<file path="config.mk">
export PLATFORM = sky130hd
export DESIGN_NAME = cee_ccc_event_ctl
export DESIGN_NICKNAME = d
export VERILOG_FILES = /design/src/rtl/cee_pkg.sv /design/src/rtl/cee_ccc_event_ctl.sv
export SDC_FILE = /design/constraint.sdc
export NUM_CORES = 1
export LEC_CHECK = 0
export BUFFER_PORTS_ARGS = -buffer_cell sky130_fd_sc_hd__buf_2
export CAP_MARGIN = 20
export CORE_ASPECT_RATIO = 0.8
export CORE_UTILIZATION = 30
export CTS_CLUSTER_DIAMETER = 100
export CTS_CLUSTER_SIZE = 16
export DETAILED_ROUTE_END_ITERATION = 8
export GPL_ROUTABILITY_DRIVEN = 0
export GPL_TIMING_DRIVEN = 1
export SLEW_MARGIN = 15
export SYNTH_ARGS = -nofsm -noshare
export SYNTH_HDL_FRONTEND = slang
export SYNTH_SLANG_ARGS = --single-unit
</file>
<file path="constraint.sdc">
create_clock -name clk -period 5.6 [get_ports clk]
set_input_delay 1.68 -clock clk [delete_from_list [all_inputs] [get_ports clk]]
set_output_delay 1.68 -clock clk [all_outputs]
set_load 0.05 [all_outputs]
</file>
<file path="src/rtl/cee_pkg.sv">
/*
 * constants and types for the event enable/disable command decoder.
 * assumes one 100 mhz system clock; the serial link pins arrive asynchronously.
 */
package cee_pkg;
	// ****************************************
	// command framing
	// ****************************************
	localparam logic [7:0] CEE_BCAST_W = 8'hfc;
	localparam logic [7:0] CEE_CMD_EN_BC = 8'h00;
	localparam logic [7:0] CEE_CMD_DIS_BC = 8'h01;
	localparam logic [7:0] CEE_CMD_EN_DIR = 8'h80;
	localparam logic [7:0] CEE_CMD_DIS_DIR = 8'h81;
	localparam int CEE_FLAG_POS = 0;
	localparam logic [7:0] CEE_CRC_POLY = 8'h07;
	localparam logic [7:0] CEE_CRC_INIT = 8'h00;
	localparam logic CEE_IRQ_EN_RST = 1'b0;
	localparam logic [3:0] CEE_ACK_BIT = 4'h8;
	localparam logic [3:0] CEE_LAST_DBIT = 4'h7;

	// ****************************************
	// state
	// ****************************************
	typedef enum logic [7:0] {
		CEE_IDLE = 8'h01,
		CEE_ADDR = 8'h02,
		CEE_CODE = 8'h04,
		CEE_PEC1 = 8'h08,
		CEE_WSR = 8'h10,
		CEE_DATA = 8'h20,
		CEE_PEC2 = 8'h40,
		CEE_SKIP = 8'h80
	} cee_state_t;

	typedef struct packed {
		cee_state_t st;
		logic [3:0] cnt;
		logic [7:0] sh;
		logic [7:0] code;
		logic [7:0] data;
		logic [7:0] crc;
		logic dir;
		logic ack;
		logic oe;
		logic nack;
		logic err;
		logic idle;
		logic pend;
		logic irq_en;
	} cee_ctl_t;

	typedef struct packed {
		logic [2:0] scl;
		logic [2:0] sda;
	} cee_sync_t;
endpackage

</file>
<file path="src/rtl/cee_ccc_event_ctl.sv">
/*
 * decoder for the broadcast and direct enable-events / disable-events commands,
 * with parity, packet checksum and address-mismatch handling.
 * assumes scl and sda come straight from pins; the open-drain wire is resolved outside.
 */
// Summary of operation
// the commands are decoded only in i3c basic mode; in i2c mode the frame is skipped.
// a registered disable-events clears the pending enable, applied at the next start after stop.
// the checksum runs from start or repeat start and leaves out the 7'h7e write byte.
// after a parity error, the address byte following a repeat start is not acknowledged.
// with checksum on, a parity or checksum error also makes that address byte unacknowledged.
// a direct command whose target address is not ours is skipped without checks until sr or stop.
// the enable flag at 1 enables interrupts, at 0 nothing happens.
// the disable flag at 1 disables interrupts, at 0 nothing happens.
// stop, repeat start, and repeat start with 7'h7e are all recognised as frame boundaries.
// a registered enable-events sets the pending enable, applied at the next start after stop.
// the host places a stop between common commands and private transfers.
// a received checksum that differs from ours blocks the enable change.
module cee_ccc_event_ctl
	import cee_pkg::*;
(
	input wire logic clk,
	input wire logic rst_n,
	input wire logic scl_pin,
	input wire logic sda_pin,
	output logic sda_out,
	output logic sda_oe,
	input wire logic i3c_mode,
	input wire logic pec_enable,
	input wire logic [6:0] own_addr,
	output logic inband_irq_enable_bit,
	output logic irq_enable_pending,
	output logic frame_error
);
	// ****************************************
	// helpers
	// ****************************************
	function automatic logic [7:0] crc8(input logic [7:0] c, input logic [7:0] b);
		logic [7:0] r;
		r = c ^ b;
		for (int i = 0; i < 8; i++) begin
			r = r[7] ? ((r << 1) ^ CEE_CRC_POLY) : (r << 1);
		end
		return r;
	endfunction

	// ****************************************
	// pin synchronisers
	// ****************************************
	cee_sync_t sy_r, sy_nxt;
	always_comb begin
		sy_nxt.scl = {sy_r.scl[1:0], scl_pin};
		sy_nxt.sda = {sy_r.sda[1:0], sda_pin};
	end
	always_ff @(posedge clk or negedge rst_n) begin
		if (!rst_n) begin
			// reset to the idle-high bus level so no false edge follows reset
			sy_r <= '1;
		end else begin
			sy_r <= sy_nxt;
		end
	end

	// stage 1 is old-stage-2, stage 2 is the delayed copy used for edges
	logic scl_s, sda_s, scl_d, sda_d;
	logic scl_rise, scl_fall, start_ev, stop_ev;
	assign scl_s = sy_r.scl[1];
	assign sda_s = sy_r.sda[1];
	assign scl_d = sy_r.scl[2];
	assign sda_d = sy_r.sda[2];
	assign scl_rise = scl_s && !scl_d;
	assign scl_fall = !scl_s && scl_d;
	assign start_ev = scl_s && scl_d && sda_d && !sda_s;
	assign stop_ev = scl_s && scl_d && !sda_d && sda_s;

	// ****************************************
	// command decoder
	// ****************************************
	cee_ctl_t c_r, c_nxt;
	logic [7:0] byte_in;
	logic par_bad, pec_bad, bit_ok;
	assign byte_in = {c_r.sh[6:0], sda_s};
	assign par_bad = (sda_s != ~^c_r.sh);
	assign pec_bad = (c_r.sh != c_r.crc);

	always_comb begin
		c_nxt = c_r;
		bit_ok = 1'b0;
		if (start_ev) begin
			// a start out of idle makes the registered change visible
			if (c_r.idle) begin
				c_nxt.irq_en = c_r.pend;
				c_nxt.nack = 1'b0;
				c_nxt.dir = 1'b0;
			end else begin
				c_nxt.nack = c_r.err;
			end
			c_nxt.st = i3c_mode ? CEE_ADDR : CEE_SKIP;
			c_nxt.cnt = '0;
			c_nxt.crc = CEE_CRC_INIT;
			c_nxt.err = 1'b0;
			c_nxt.idle = 1'b0;
			c_nxt.oe = 1'b0;
			c_nxt.ack = 1'b0;
		end else if (stop_ev) begin
			c_nxt.st = CEE_IDLE;
			c_nxt.idle = 1'b1;
			c_nxt.nack = 1'b0;
			c_nxt.err = 1'b0;
			c_nxt.oe = 1'b0;
			c_nxt.ack = 1'b0;
		end else if (scl_fall) begin
			c_nxt.oe = c_r.ack && (c_r.cnt == CEE_ACK_BIT);
		end else if (scl_rise && c_r.st != CEE_IDLE) begin
			c_nxt.cnt = (c_r.cnt == CEE_ACK_BIT) ? 4'h0 : c_r.cnt + 4'h1;
			if (c_r.cnt < CEE_ACK_BIT) begin
				c_nxt.sh = byte_in;
			end
			// address acknowledge is decided as soon as the eighth bit lands
			if (c_r.cnt == CEE_LAST_DBIT && c_r.st == CEE_ADDR) begin
				c_nxt.ack = !c_r.nack && i3c_mode && ((byte_in == CEE_BCAST_W)
					|| (c_r.dir && byte_in == {own_addr, 1'b0}));
			end
			if (c_r.cnt == CEE_ACK_BIT) begin
				c_nxt.ack = 1'b0;
				bit_ok = !par_bad && !c_r.err;
				case (c_r.st)
				CEE_ADDR: begin
					c_nxt.nack = 1'b0;
					if (!i3c_mode) begin
						c_nxt.st = CEE_SKIP;
					end else if (c_r.sh == CEE_BCAST_W && !c_r.nack) begin
						c_nxt.st = CEE_CODE;
					end else if (c_r.dir && c_r.sh == {own_addr, 1'b0} && !c_r.nack) begin
						c_nxt.crc = crc8(c_r.crc, c_r.sh);
						c_nxt.st = CEE_DATA;
					end else begin
						c_nxt.st = CEE_SKIP;
					end
				end
				CEE_CODE: begin
					c_nxt.code = c_r.sh;
					c_nxt.crc = crc8(c_r.crc, c_r.sh);
					c_nxt.err = c_r.err || par_bad;
					if (c_r.sh == CEE_CMD_EN_BC || c_r.sh == CEE_CMD_DIS_BC) begin
						c_nxt.dir = 1'b0;
						c_nxt.st = CEE_DATA;
					end else if (c_r.sh == CEE_CMD_EN_DIR || c_r.sh == CEE_CMD_DIS_DIR) begin
						c_nxt.dir = 1'b1;
						c_nxt.st = pec_enable ? CEE_PEC1 : CEE_WSR;
					end else begin
						c_nxt.st = CEE_SKIP;
					end
				end
				CEE_PEC1: begin
					c_nxt.err = c_r.err || par_bad || pec_bad;
					c_nxt.st = CEE_WSR;
				end
				CEE_DATA: begin
					c_nxt.data = c_r.sh;
					c_nxt.crc = crc8(c_r.crc, c_r.sh);
					c_nxt.err = c_r.err || par_bad;
					if (pec_enable) begin
						c_nxt.st = CEE_PEC2;
					end else begin
						c_nxt.st = CEE_WSR;
						if (bit_ok && c_r.sh[CEE_FLAG_POS]) begin
							c_nxt.pend = !c_r.code[0];
						end
					end
				end
				CEE_PEC2: begin
					c_nxt.err = c_r.err || par_bad || pec_bad;
					c_nxt.st = CEE_WSR;
					if (bit_ok && !pec_bad && c_r.data[CEE_FLAG_POS]) begin
						c_nxt.pend = !c_r.code[0];
					end
				end
				CEE_WSR, CEE_SKIP: begin
					c_nxt.st = c_r.st; // no checks while waiting for sr or stop
				end
				default: begin
					c_nxt.st = CEE_SKIP;
				end
				endcase
			end
		end
	end

	always_ff @(posedge clk or negedge rst_n) begin
		if (!rst_n) begin
			c_r <= '{st: CEE_IDLE, cnt: '0, sh: '0, code: '0, data: '0, crc: CEE_CRC_INIT,
				dir: 1'b0, ack: 1'b0, oe: 1'b0, nack: 1'b0, err: 1'b0, idle: 1'b1,
				pend: CEE_IRQ_EN_RST, irq_en: CEE_IRQ_EN_RST};
		end else begin
			c_r <= c_nxt;
		end
	end

	// open-drain: only ever pulls low
	assign sda_out = 1'b0;
	assign sda_oe = c_r.oe;
	assign inband_irq_enable_bit = c_r.irq_en;
	assign irq_enable_pending = c_r.pend;
	assign frame_error = c_r.err;

	// ****************************************
	// checks
	// ****************************************
	a_i2c_skip: assert property (@(posedge clk) disable iff (!rst_n)
		start_ev && !i3c_mode |=> c_r.st == CEE_SKIP && !sda_oe)
		else $error("frame decoded outside i3c mode");
	a_dis_clears: assert property (@(posedge clk) disable iff (!rst_n)
		scl_rise && c_r.cnt == CEE_ACK_BIT && c_r.st == CEE_DATA && !pec_enable && !par_bad
		&& !c_r.err && c_r.sh[0] && c_r.code[0] |=> !irq_enable_pending)
		else $error("disable did not clear pending enable");
	a_en_sets: assert property (@(posedge clk) disable iff (!rst_n)
		scl_rise && c_r.cnt == CEE_ACK_BIT && c_r.st == CEE_DATA && !pec_enable && !par_bad
		&& !c_r.err && c_r.sh[0] && !c_r.code[0] |=> irq_enable_pending)
		else $error("enable did not set pending enable");
	a_apply_at_start: assert property (@(posedge clk) disable iff (!rst_n)
		$changed(inband_irq_enable_bit) |-> $past(start_ev) && $past(c_r.idle))
		else $error("enable bit moved outside a start after stop");
	a_crc_restart: assert property (@(posedge clk) disable iff (!rst_n)
		start_ev |=> c_r.crc == CEE_CRC_INIT ##1 c_r.crc == CEE_CRC_INIT)
		else $error("checksum not restarted");
	a_err_nacks: assert property (@(posedge clk) disable iff (!rst_n)
		start_ev && !c_r.idle && c_r.err |=> c_r.nack ##0 (!sda_oe throughout c_r.st == CEE_ADDR))
		else $error("address acknowledged after error");
	a_skip_quiet: assert property (@(posedge clk) disable iff (!rst_n)
		c_r.st == CEE_SKIP && !start_ev && !stop_ev |=> $stable(c_r.err) && !sda_oe)
		else $error("skipped packet was checked");
	a_pec_block: assert property (@(posedge clk) disable iff (!rst_n)
		scl_rise && c_r.cnt == CEE_ACK_BIT && c_r.st == CEE_PEC2 && pec_bad
		|=> $stable(irq_enable_pending) ##1 c_r.err)
		else $error("change applied despite checksum mismatch");
	a_stop_idle: assert property (@(posedge clk) disable iff (!rst_n)
		stop_ev |=> c_r.st == CEE_IDLE && c_r.idle && !sda_oe)
		else $error("stop not recognised");
endmodule

</file>
==> results of run 1 <==
-- logic make-up (layout without fill, tap and decap cells) --
kind of cell             after synthesis  count (layout)  synth area share [%]
AO/OA/AOI/OAI                         60              60                 14.41
XOR/XNOR                              41              41                 12.88
adder cells (fa/ha/maj)               14              14                 6.284
buffers and inverters                 31              41                 5.341
flip-flops                            44              44                 39.86
multiplexers                           2               2                0.7182
other                                  1               1                0.1345
AND/OR/NAND/NOR                      100             100                 20.38
-- layer usage --
layer | routed length (um) | track usage [%] | part of all wire [%]
met4 | 119 | 5.212 | 1.9
met5 | 0 | 0 | 0
met2 | 2855 | 23.84 | 44
met3 | 182 | 2.798 | 2.8
met1 | 3261 | 20.82 | 51
-- cell usage after synthesis, types with 2 or more instances --
library cell	instances	share of area (%)
sky130_fd_sc_hd__nor3b_1	4	1.1
sky130_fd_sc_hd__nand3_1	16	2.9
sky130_fd_sc_hd__a21oi_1	4	0.72
sky130_fd_sc_hd__nand2b_1	6	1.3
sky130_fd_sc_hd__o21a_1	2	0.54
sky130_fd_sc_hd__o2bb2ai_1	6	1.9
sky130_fd_sc_hd__nor3_1	2	0.36
sky130_fd_sc_hd__o21ai_2	2	0.63
sky130_fd_sc_hd__nor2b_1	3	0.67
sky130_fd_sc_hd__ha_1	14	6.3
sky130_fd_sc_hd__buf_2	2	0.36
sky130_fd_sc_hd__clkbuf_1	7	0.94
sky130_fd_sc_hd__inv_1	15	2.0
sky130_fd_sc_hd__mux2i_1	2	0.72
sky130_fd_sc_hd__nand2_1	28	3.8
sky130_fd_sc_hd__dfrtp_1	36	32
sky130_fd_sc_hd__dfstp_2	8	7.5
sky130_fd_sc_hd__and3_1	3	0.67
sky130_fd_sc_hd__nand3b_1	3	0.81
sky130_fd_sc_hd__buf_4	3	0.81
sky130_fd_sc_hd__nand4_1	5	1.1
sky130_fd_sc_hd__nor4_1	4	0.90
sky130_fd_sc_hd__xnor2_1	28	8.8
sky130_fd_sc_hd__a211o_1	2	0.63
sky130_fd_sc_hd__or4b_1	2	0.72
sky130_fd_sc_hd__buf_6	2	0.81
sky130_fd_sc_hd__xor2_1	13	4.1
sky130_fd_sc_hd__o21ai_0	24	4.3
sky130_fd_sc_hd__o31ai_1	9	2.4
sky130_fd_sc_hd__nor4_2	3	1.3
sky130_fd_sc_hd__nor2_1	14	1.9
-- cell type report --
type,count,area [um^2]
multi-input combinational,218,1528
inverter,16,62.56
tap,115,143.9
sequential,44,1111
timing repair buffer,17,100.1
clock buffer,6,128.9
clock inverter,2,35.03
fill,910,5928
-- placed cells by master, fill, tap and decap left out, types with 4 or more instances in the layout --
master,count
sky130_fd_sc_hd__nor4_1,4
sky130_fd_sc_hd__inv_1,15
sky130_fd_sc_hd__o31ai_1,9
sky130_fd_sc_hd__a21oi_1,4
sky130_fd_sc_hd__nand2b_1,6
sky130_fd_sc_hd__o2bb2ai_1,6
sky130_fd_sc_hd__nor3b_1,4
sky130_fd_sc_hd__dfstp_2,8
sky130_fd_sc_hd__xnor2_1,28
sky130_fd_sc_hd__nand4_1,5
sky130_fd_sc_hd__nand2_1,28
sky130_fd_sc_hd__dfrtp_1,36
sky130_fd_sc_hd__nor2_1,14
sky130_fd_sc_hd__clkbuf_16,5
sky130_fd_sc_hd__xor2_1,13
sky130_fd_sc_hd__nand3_1,16
sky130_fd_sc_hd__buf_2,16
sky130_fd_sc_hd__o21ai_0,24
sky130_fd_sc_hd__ha_1,14
-- how the worst max path moves through the flow --
stage / startpoint / cells past startpoint / end / slack, ns
3_3_place_gp: own_addr[2] / 7 / c_r[10]$_DFFE_PN0P_ / 2.29
5_1_grt: own_addr[2] / 7 / c_r[10]$_DFFE_PN0P_ / 2.37
3_5_place_dp: own_addr[2] / 7 / c_r[10]$_DFFE_PN0P_ / 2.18
4_1_cts: own_addr[2] / 7 / c_r[10]$_DFFE_PN0P_ / 2.48
6_report: own_addr[2] / 7 / c_r[10]$_DFFE_PN0P_ / 2.47
2_1_floorplan: own_addr[2] / 7 / c_r[10]$_DFFE_PN0P_ / 2.51
-- through the flow --
stage | util, % | setup WS, ns
final | 34.40 | 2.467
after detailed placement | 32.37 | 2.183
after CTS | 34.18 | 2.478
after global routing | 34.40 | 2.370
after floorplan | - | 2.514
after global placement | 32.37 | 2.287
-- critical path: cells and delay by family --
kind                   cells  cell delay, ns
AND/OR/NAND/NOR            3            0.85
AO/OA/AOI/OAI              2            0.49
XOR/XNOR                   1            0.15
buffers and inverters      1            0.12
-- power groups by stage --
stage,clock network [mW],registers [mW],logic (mW)
after global placement,0,0.449,0.470
after floorplan,0,0.405,0.429
after CTS,0.336,0.447,0.490
after detailed placement,0,0.452,0.484
after global routing,0.347,0.457,0.550
final,0.326,0.447,0.489
==> metrics list, run 1 <==
* Total cell area at the placement stage: 2925 um^2
- After detailed routing, the total wire length is 6.419 mm.
- Fmax achieved: 0.3192 GHz
- Overall power consumption after layout is estimated at 1.263 mW.
- Inserted Clock Buffers: 5
- In the final layout, the share of cells above drive strength 1 is 14.52%.
- Initial core utilization: 30.85%
- Clock sinks: 44
* Layout area overhead: 11.53%
- In this run the power density over the cells is 406.3 nW/um^2.
- Number of failing hold endpoints at the final stage: 0
- For this run, design rule violations remaining after detail routing come to 0.
- GR Util All Layers: 15.09%
- Category of the most critical setup path: primary input to flop
- Counting instances, the worst hold path has a depth of 0.
- 0 antenna diodes ended up in the layout.
- Once detail routing completed, the nets flagged for antenna violations numbered 0.
* Top-level port count: 18
* H-tree levels: 2
- The worst setup path is launched from a primary input.
* Hold Path Class: flop to flop
- The net count of the finished layout is 329.
- Data arrival time at the worst-slack endpoint: 3.29 ns
- R2r setup slk: 3.09 ns
- Counting flops with a built-in enable in the synthesized netlist gives 0.
- The flow ran to the end, and the final reports show no timing, DRC or antenna violations.
* Synthesized Nets: 320
* Max IR drop VDD: 0.1415 mV
- Post-route insts no fill: 418
- Die X-Extent: 109.8 um
- Setup repair after global routing missed its margin: no
- Required time of the critical path: 5.76 ns
* Total grt overflow: 0
- After clock tree synthesis, the setup repair step added 0 buffers.
* Switching share of power: 37.24%
- Counting every instance in the synthesized netlist gives 293.
* Floorplan row count: 31
- Library cell contributing the largest single delay on the critical path: sky130_fd_sc_hd__nor4_2
- Slowest stage delay, CP: 0.39 ns
- In the final routed layout, each cell accounts on average for 15.36 um.
- After clock tree synthesis, the flow added hold-fix buffers numbering 0.
* Total instance count after detailed placement: 409
- Drt first-iter violations: 131
- The count of buffers added on input and output ports is 16.
- Part of the power in the clock network: 25.8%
* Design Area, Final: 3109 um^2
* Seq pwr share: 35.4%
- In this run the critical register-to-register path is launched from byte_in[1]$_DFFE_PN0P_.
- TritonRoute pass-1 iters: 4
- RR Endpoint: c_r[10]$_DFFE_PN0P_
- Summed over all cells, the static leakage comes to 1.270 nW.
- Synthesized area divided by synthesized cell count: 9.514 um^2
- Clock root buffer: sky130_fd_sc_hd__clkbuf_16
* Antenna violations before repair: 0
- STA classifies the critical path endpoint as a flop.
- DP Wirelength: 4.824 mm
* Maximum number of pins on one net before global-route repair: 45
* Post-CTS clock slew at the launch and capture registers of the worst setup and hold paths: 0.06 ns
- Flip-flop cell with the highest count after synthesis: sky130_fd_sc_hd__dfrtp_1
- The analysis attributes to net switching a power of 0.4704 mW.
- In this run the most critical hold path is launched from sy_nxt[4]$_DFF_PN1_.
- The longest clock path from root to sink contains 2 buffers.
- Worst Skew: 0.006996 ns
- Via count of the first global-routing pass: 2,163
- Time the final worst path needs with I/O delays and setup: 3.133 ns
- The die is 88.22 um tall.
- Share of synthesized registers carrying an async set or reset: 100.0%
- Yosys printed 0 warnings.
- Max-cap violations in this run came to 0.
- Flip-flop and latch count after synthesis: 44
* Register with the most flip-flops: c_r
- Dividing the detail-routed via count by the number of cells gives 5.112.
* Gates resized, CTS repair: 0
- Slew Viols, Final: 0
- Post-synthesis sequential area ratio: 39.86%
* Total number of vias: 2,137
- Counting cells, the worst reg-to-reg path comes to 8.
- The register with the most flip-flops in the layout has 27 of them.
- After floorplanning, the core was sized to cover 9037 um^2.
- Hold EP: scl_s$_DFF_PN1_
- Internal portion of total power: 0.7929 mW
- Walking the worst path, the cells encountered are buf_2 -> xnor2_1 -> nand4_1 -> nor4_2 -> o21ai_2 -> and2_1 -> a211o_1.
- The later pin in the worst-skew pair is clocked with a latency of 0.28 ns.
- At the pin with the least slew margin, the transition time is 0.9709 ns.
* Setup_tns: 0 ns
- The floorplan step defined a die boundary enclosing 9684 um^2.
- First-pass GRT wire length: 10.94 mm
- Number of distinct library cells after synthesis: 52
- Area of the mapped netlist: 2788 um^2
- Combinational Power Share: 38.7%
* CTS tree: yes
- In this run the worst path has a maximum fanout of 8.
- Final hold analysis gives a worst-case slack of 0.3551 ns.
- Setup violations remaining at the end of the flow were counted as 0.
- Final period util: 55.94%
* Max_slew headroom: 35.03%
No activity file was read; power rests on OpenSTA's default activity.
==> inputs of run 2 (changes only) <==
ABC_AREA = 1   (was unset)
clock period = 2.9 ns   (was 5.6 ns; I/O delays follow)
==> run 2 against run 1 <==
Sequential power increased by 96%. Die area up 5.4%. Final cell count grew 24%. Count of clock-buffer cells in the layout is 1 higher.
==> metrics list, run 2 <==
- Number of max-capacitance violations reported: 0
- TritonRoute pass-1 iters: 4
- By area the synthesized netlist is led by sky130_fd_sc_hd__dfrtp_1 (31%), sky130_fd_sc_hd__nand2_1 (13%), sky130_fd_sc_hd__dfstp_2 (7.1%).
- Total grt overflow: 0
- The netlist uses 36 different library cells.
- The clock arrives with 0.006772 ns of skew.
- Setup total negative slack on the finished layout was measured at 0 ns.
* Final nets: 429
- Clock Latency Late Sink: 0.29 ns
- For the finished layout, the period the worst path requires is 2.121 ns.
- GR Util All Layers: 14.60%
- For this run, the top clock speed supported by timing is 0.4714 GHz.
- In this run the vertical extent of the chip is 90.57 um.
- Library cell contributing the largest single delay on the critical path: sky130_fd_sc_hd__o21ai_1
- Headroom to the max-slew limit came out at 49.36%.
- Most frequent cells in the layout: sky130_fd_sc_hd__nand2_1 (98), sky130_fd_sc_hd__inv_1 (46), sky130_fd_sc_hd__dfrtp_1 (36)
- Routed wire length per instance: 13.36 um
* Synthesized Nets: 412
* Maximum number of pins on one net before global-route repair: 45
- Setup slack on the critical path of the routed design comes to 0.7786 ns.
* Share of synthesized registers carrying an async set or reset: 100.0%
* Floorplan row count: 31
- Area enclosed by the die boundary: 10,210 um^2
- The register with the most flip-flops in the layout has 27 of them.
- Count of flip-flops with a built-in enable after synthesis: 0
* Inserted Clock Buffers: 5
- The synthesized design contains 44 register bits.
* Number of failing hold endpoints at the final stage: 0
- Measured on the finished design, the core utilization comes to 35.15%.
- DP Wirelength: 5.226 mm
* Category of the most critical setup path: flop to flop
- Total number of vias: 2,461
* Hold Path Class: flop to flop
- The number of global-route vias before repair came to 2,362.
- Number of buffers on the longest clock path: 2
- Cell with the most instances after synthesis: sky130_fd_sc_hd__nand2_1
- Required time of the critical path: 3.11 ns
- After detailed routing, the total wire length is 6.918 mm.
- Number of warning messages in the yosys log: 0
- The worst-case IR drop observed on VDD is 0.3434 mV.
- Antenna Diode Count: 0
- Synthesized area divided by synthesized cell count: 7.640 um^2
- Final period util: 73.15%
- The worst setup path is captured at a flop.
- CTS tree: yes
* Gates resized, CTS repair: 0
- Leaving out fill and tap cells, the most frequent cell in the layout is sky130_fd_sc_hd__nand2_1.
- The mapped netlist covers 2942 um^2.
* Proportion of layout cells with a drive suffix above 1: 15.14%
- Startpoint types: flop
* Drt first-iter violations: 92
* Total DRC errors in the routed layout: 0
- Counting every instance in the synthesized netlist gives 385.
- Setup repair after global routing left no endpoint under its margin.
- Post-Place Worst Slack: 0.7375 ns
- Number of hold buffers added after CTS: 0
* Die X-Extent: 112.7 um
* Core outline area: 9270 um^2
- More flip-flops sit in one register than any other, and that register is c_r.
- Slew Viols, Final: 0
- The initial antenna violation count was 0.
* Total power divided by cell area: 777.8 nW/um^2
- Clock-pin slew was measured on the worst setup and hold paths at 0.06 ns.
* Most numerous cell types in the synthesized netlist: sky130_fd_sc_hd__nand2_1 (98), sky130_fd_sc_hd__inv_1 (46), sky130_fd_sc_hd__dfrtp_1 (36), sky130_fd_sc_hd__nand3_1 (29), sky130_fd_sc_hd__nor2_1 (29)
- On the critical path the largest part of the delay comes from compound AO/OA/AOI/OAI gates.
* Initial core utilization: 31.73%
- Clock sinks: 44
* Top-level port count: 18
- Data arrival time at the worst-slack endpoint: 2.33 ns
- # setup viols final: 0
* Layout area overhead: 10.76%
- In this run the static leakage power is 1.617 nW.
- Of all nets on the critical path, the largest fanout is 11.
- The run finished with clean final reports.
* Area leader, netlist: sky130_fd_sc_hd__dfrtp_1
* Fraction of post-synthesis cell area in the top cell type by area: 30.63%
- In this run the tool buffered the top-level ports with 16 buffer cells.
* Slowest stage delay, CP: 0.60 ns
- Once the clock tree was built, the setup fixing pass inserted 0 buffers.
- Chain of cells forming the critical path: inv_1 -> ha_1 -> nand3_1 -> inv_1 -> nand2_1 -> o21ai_1 -> nand4_1 -> o21ai_1
* Number of buffer and inverter stages on the critical path: 2
- At the pin with the least slew margin, the transition time is 0.7545 ns.
* Vias per Instance: 4.751
- The count of nets left with antenna violations once routing finished came out at 0.
- Post-synthesis sequential area ratio: 37.77%
* Flip-flop cell with the highest count after synthesis: sky130_fd_sc_hd__dfrtp_1
- Clock root buffer: sky130_fd_sc_hd__clkbuf_16
* H-tree levels: 2
* First-pass GRT wire length: 11.76 mm
-- run 2: cell count changes after synthesis, sizes merged, moves of 10 or more --
| cell | delta |
|---|---|
| nand2 | +81 |
| inv | +36 |
| nor2 | +20 |
| nand3 | +15 |
| xnor2 | -10 |
-- run 2: final timing paths --
path / startpoint / to / slack [ns] / depth (start not counted)
worst min-delay path: sy_nxt[1]$_DFF_PN1_ / byte_in[0]$_DFF_PN1_ / 0.35 / 0
worst max-delay path: c_r[40]$_DFFE_PN0P_ / c_r[50]$_DFFE_PN0P_ / 0.78 / 8
max in group asynchronous: rst_n / c_r[4]$_DFFE_PN0P_ / 1.83 / 2
min in group asynchronous: rst_n / c_r[47]$_DFFE_PN0P_ / 0.66 / 2
worst min register to register: sy_nxt[1]$_DFF_PN1_ / byte_in[0]$_DFF_PN1_ / 0.35 / 0
worst max register to register: c_r[40]$_DFFE_PN0P_ / c_r[50]$_DFFE_PN0P_ / 0.78 / 8
-- run 2: routing by layer --
metal | wire length, um | part of all wire, % | track usage (%)
met5 | 0 | 0 | 0
met4 | 70 | 1.0 | 4.667
met3 | 221 | 3.2 | 2.685
met2 | 2744 | 40 | 20.63
met1 | 3883 | 56 | 22.05
-- run 2: logic make-up (layout without fill, tap and decap cells) --
logic type / after synthesis / in the layout / share of synthesized area, %
AO/OA/AOI/OAI: 48 / 48 / 9.060
XOR/XNOR: 25 / 25 / 7.954
adder cells (fa/ha/maj): 14 / 14 / 5.955
buffers and inverters: 59 / 77 / 8.422
flip-flops: 44 / 44 / 37.77
other: 1 / 1 / 0.1275
AND/OR/NAND/NOR: 194 / 194 / 30.71
-- run 2: area by class of cell --
class / instances / area, um^2
fill: 963 / 6012
multi-input combinational: 282 / 1583
sequential: 44 / 1111
inverter: 52 / 195.2
tap: 115 / 143.9
clock buffer: 7 / 132.6
timing repair buffer: 17 / 87.58
clock inverter: 1 / 5.005
-- run 2: where the power goes --
group	switching [mW]	internal (mW)
Sequential	0.161	0.712
Clock	0.242	0.319
Combinational	0.655	0.445
-- run 2: metrics by stage --
step           std cells  instance area [um^2]  total power, mW  hold WS [ns]
6_report             518                  3258            2.534        0.3514
4_1_cts              518                  3258            2.548        0.3534
3_3_place_gp         510                  3120            1.964        0.3463
5_1_grt              518                  3258            2.754        0.3601
3_5_place_dp         510                  3120            1.975        0.3472
2_1_floorplan        385                  2942            1.742        0.3452
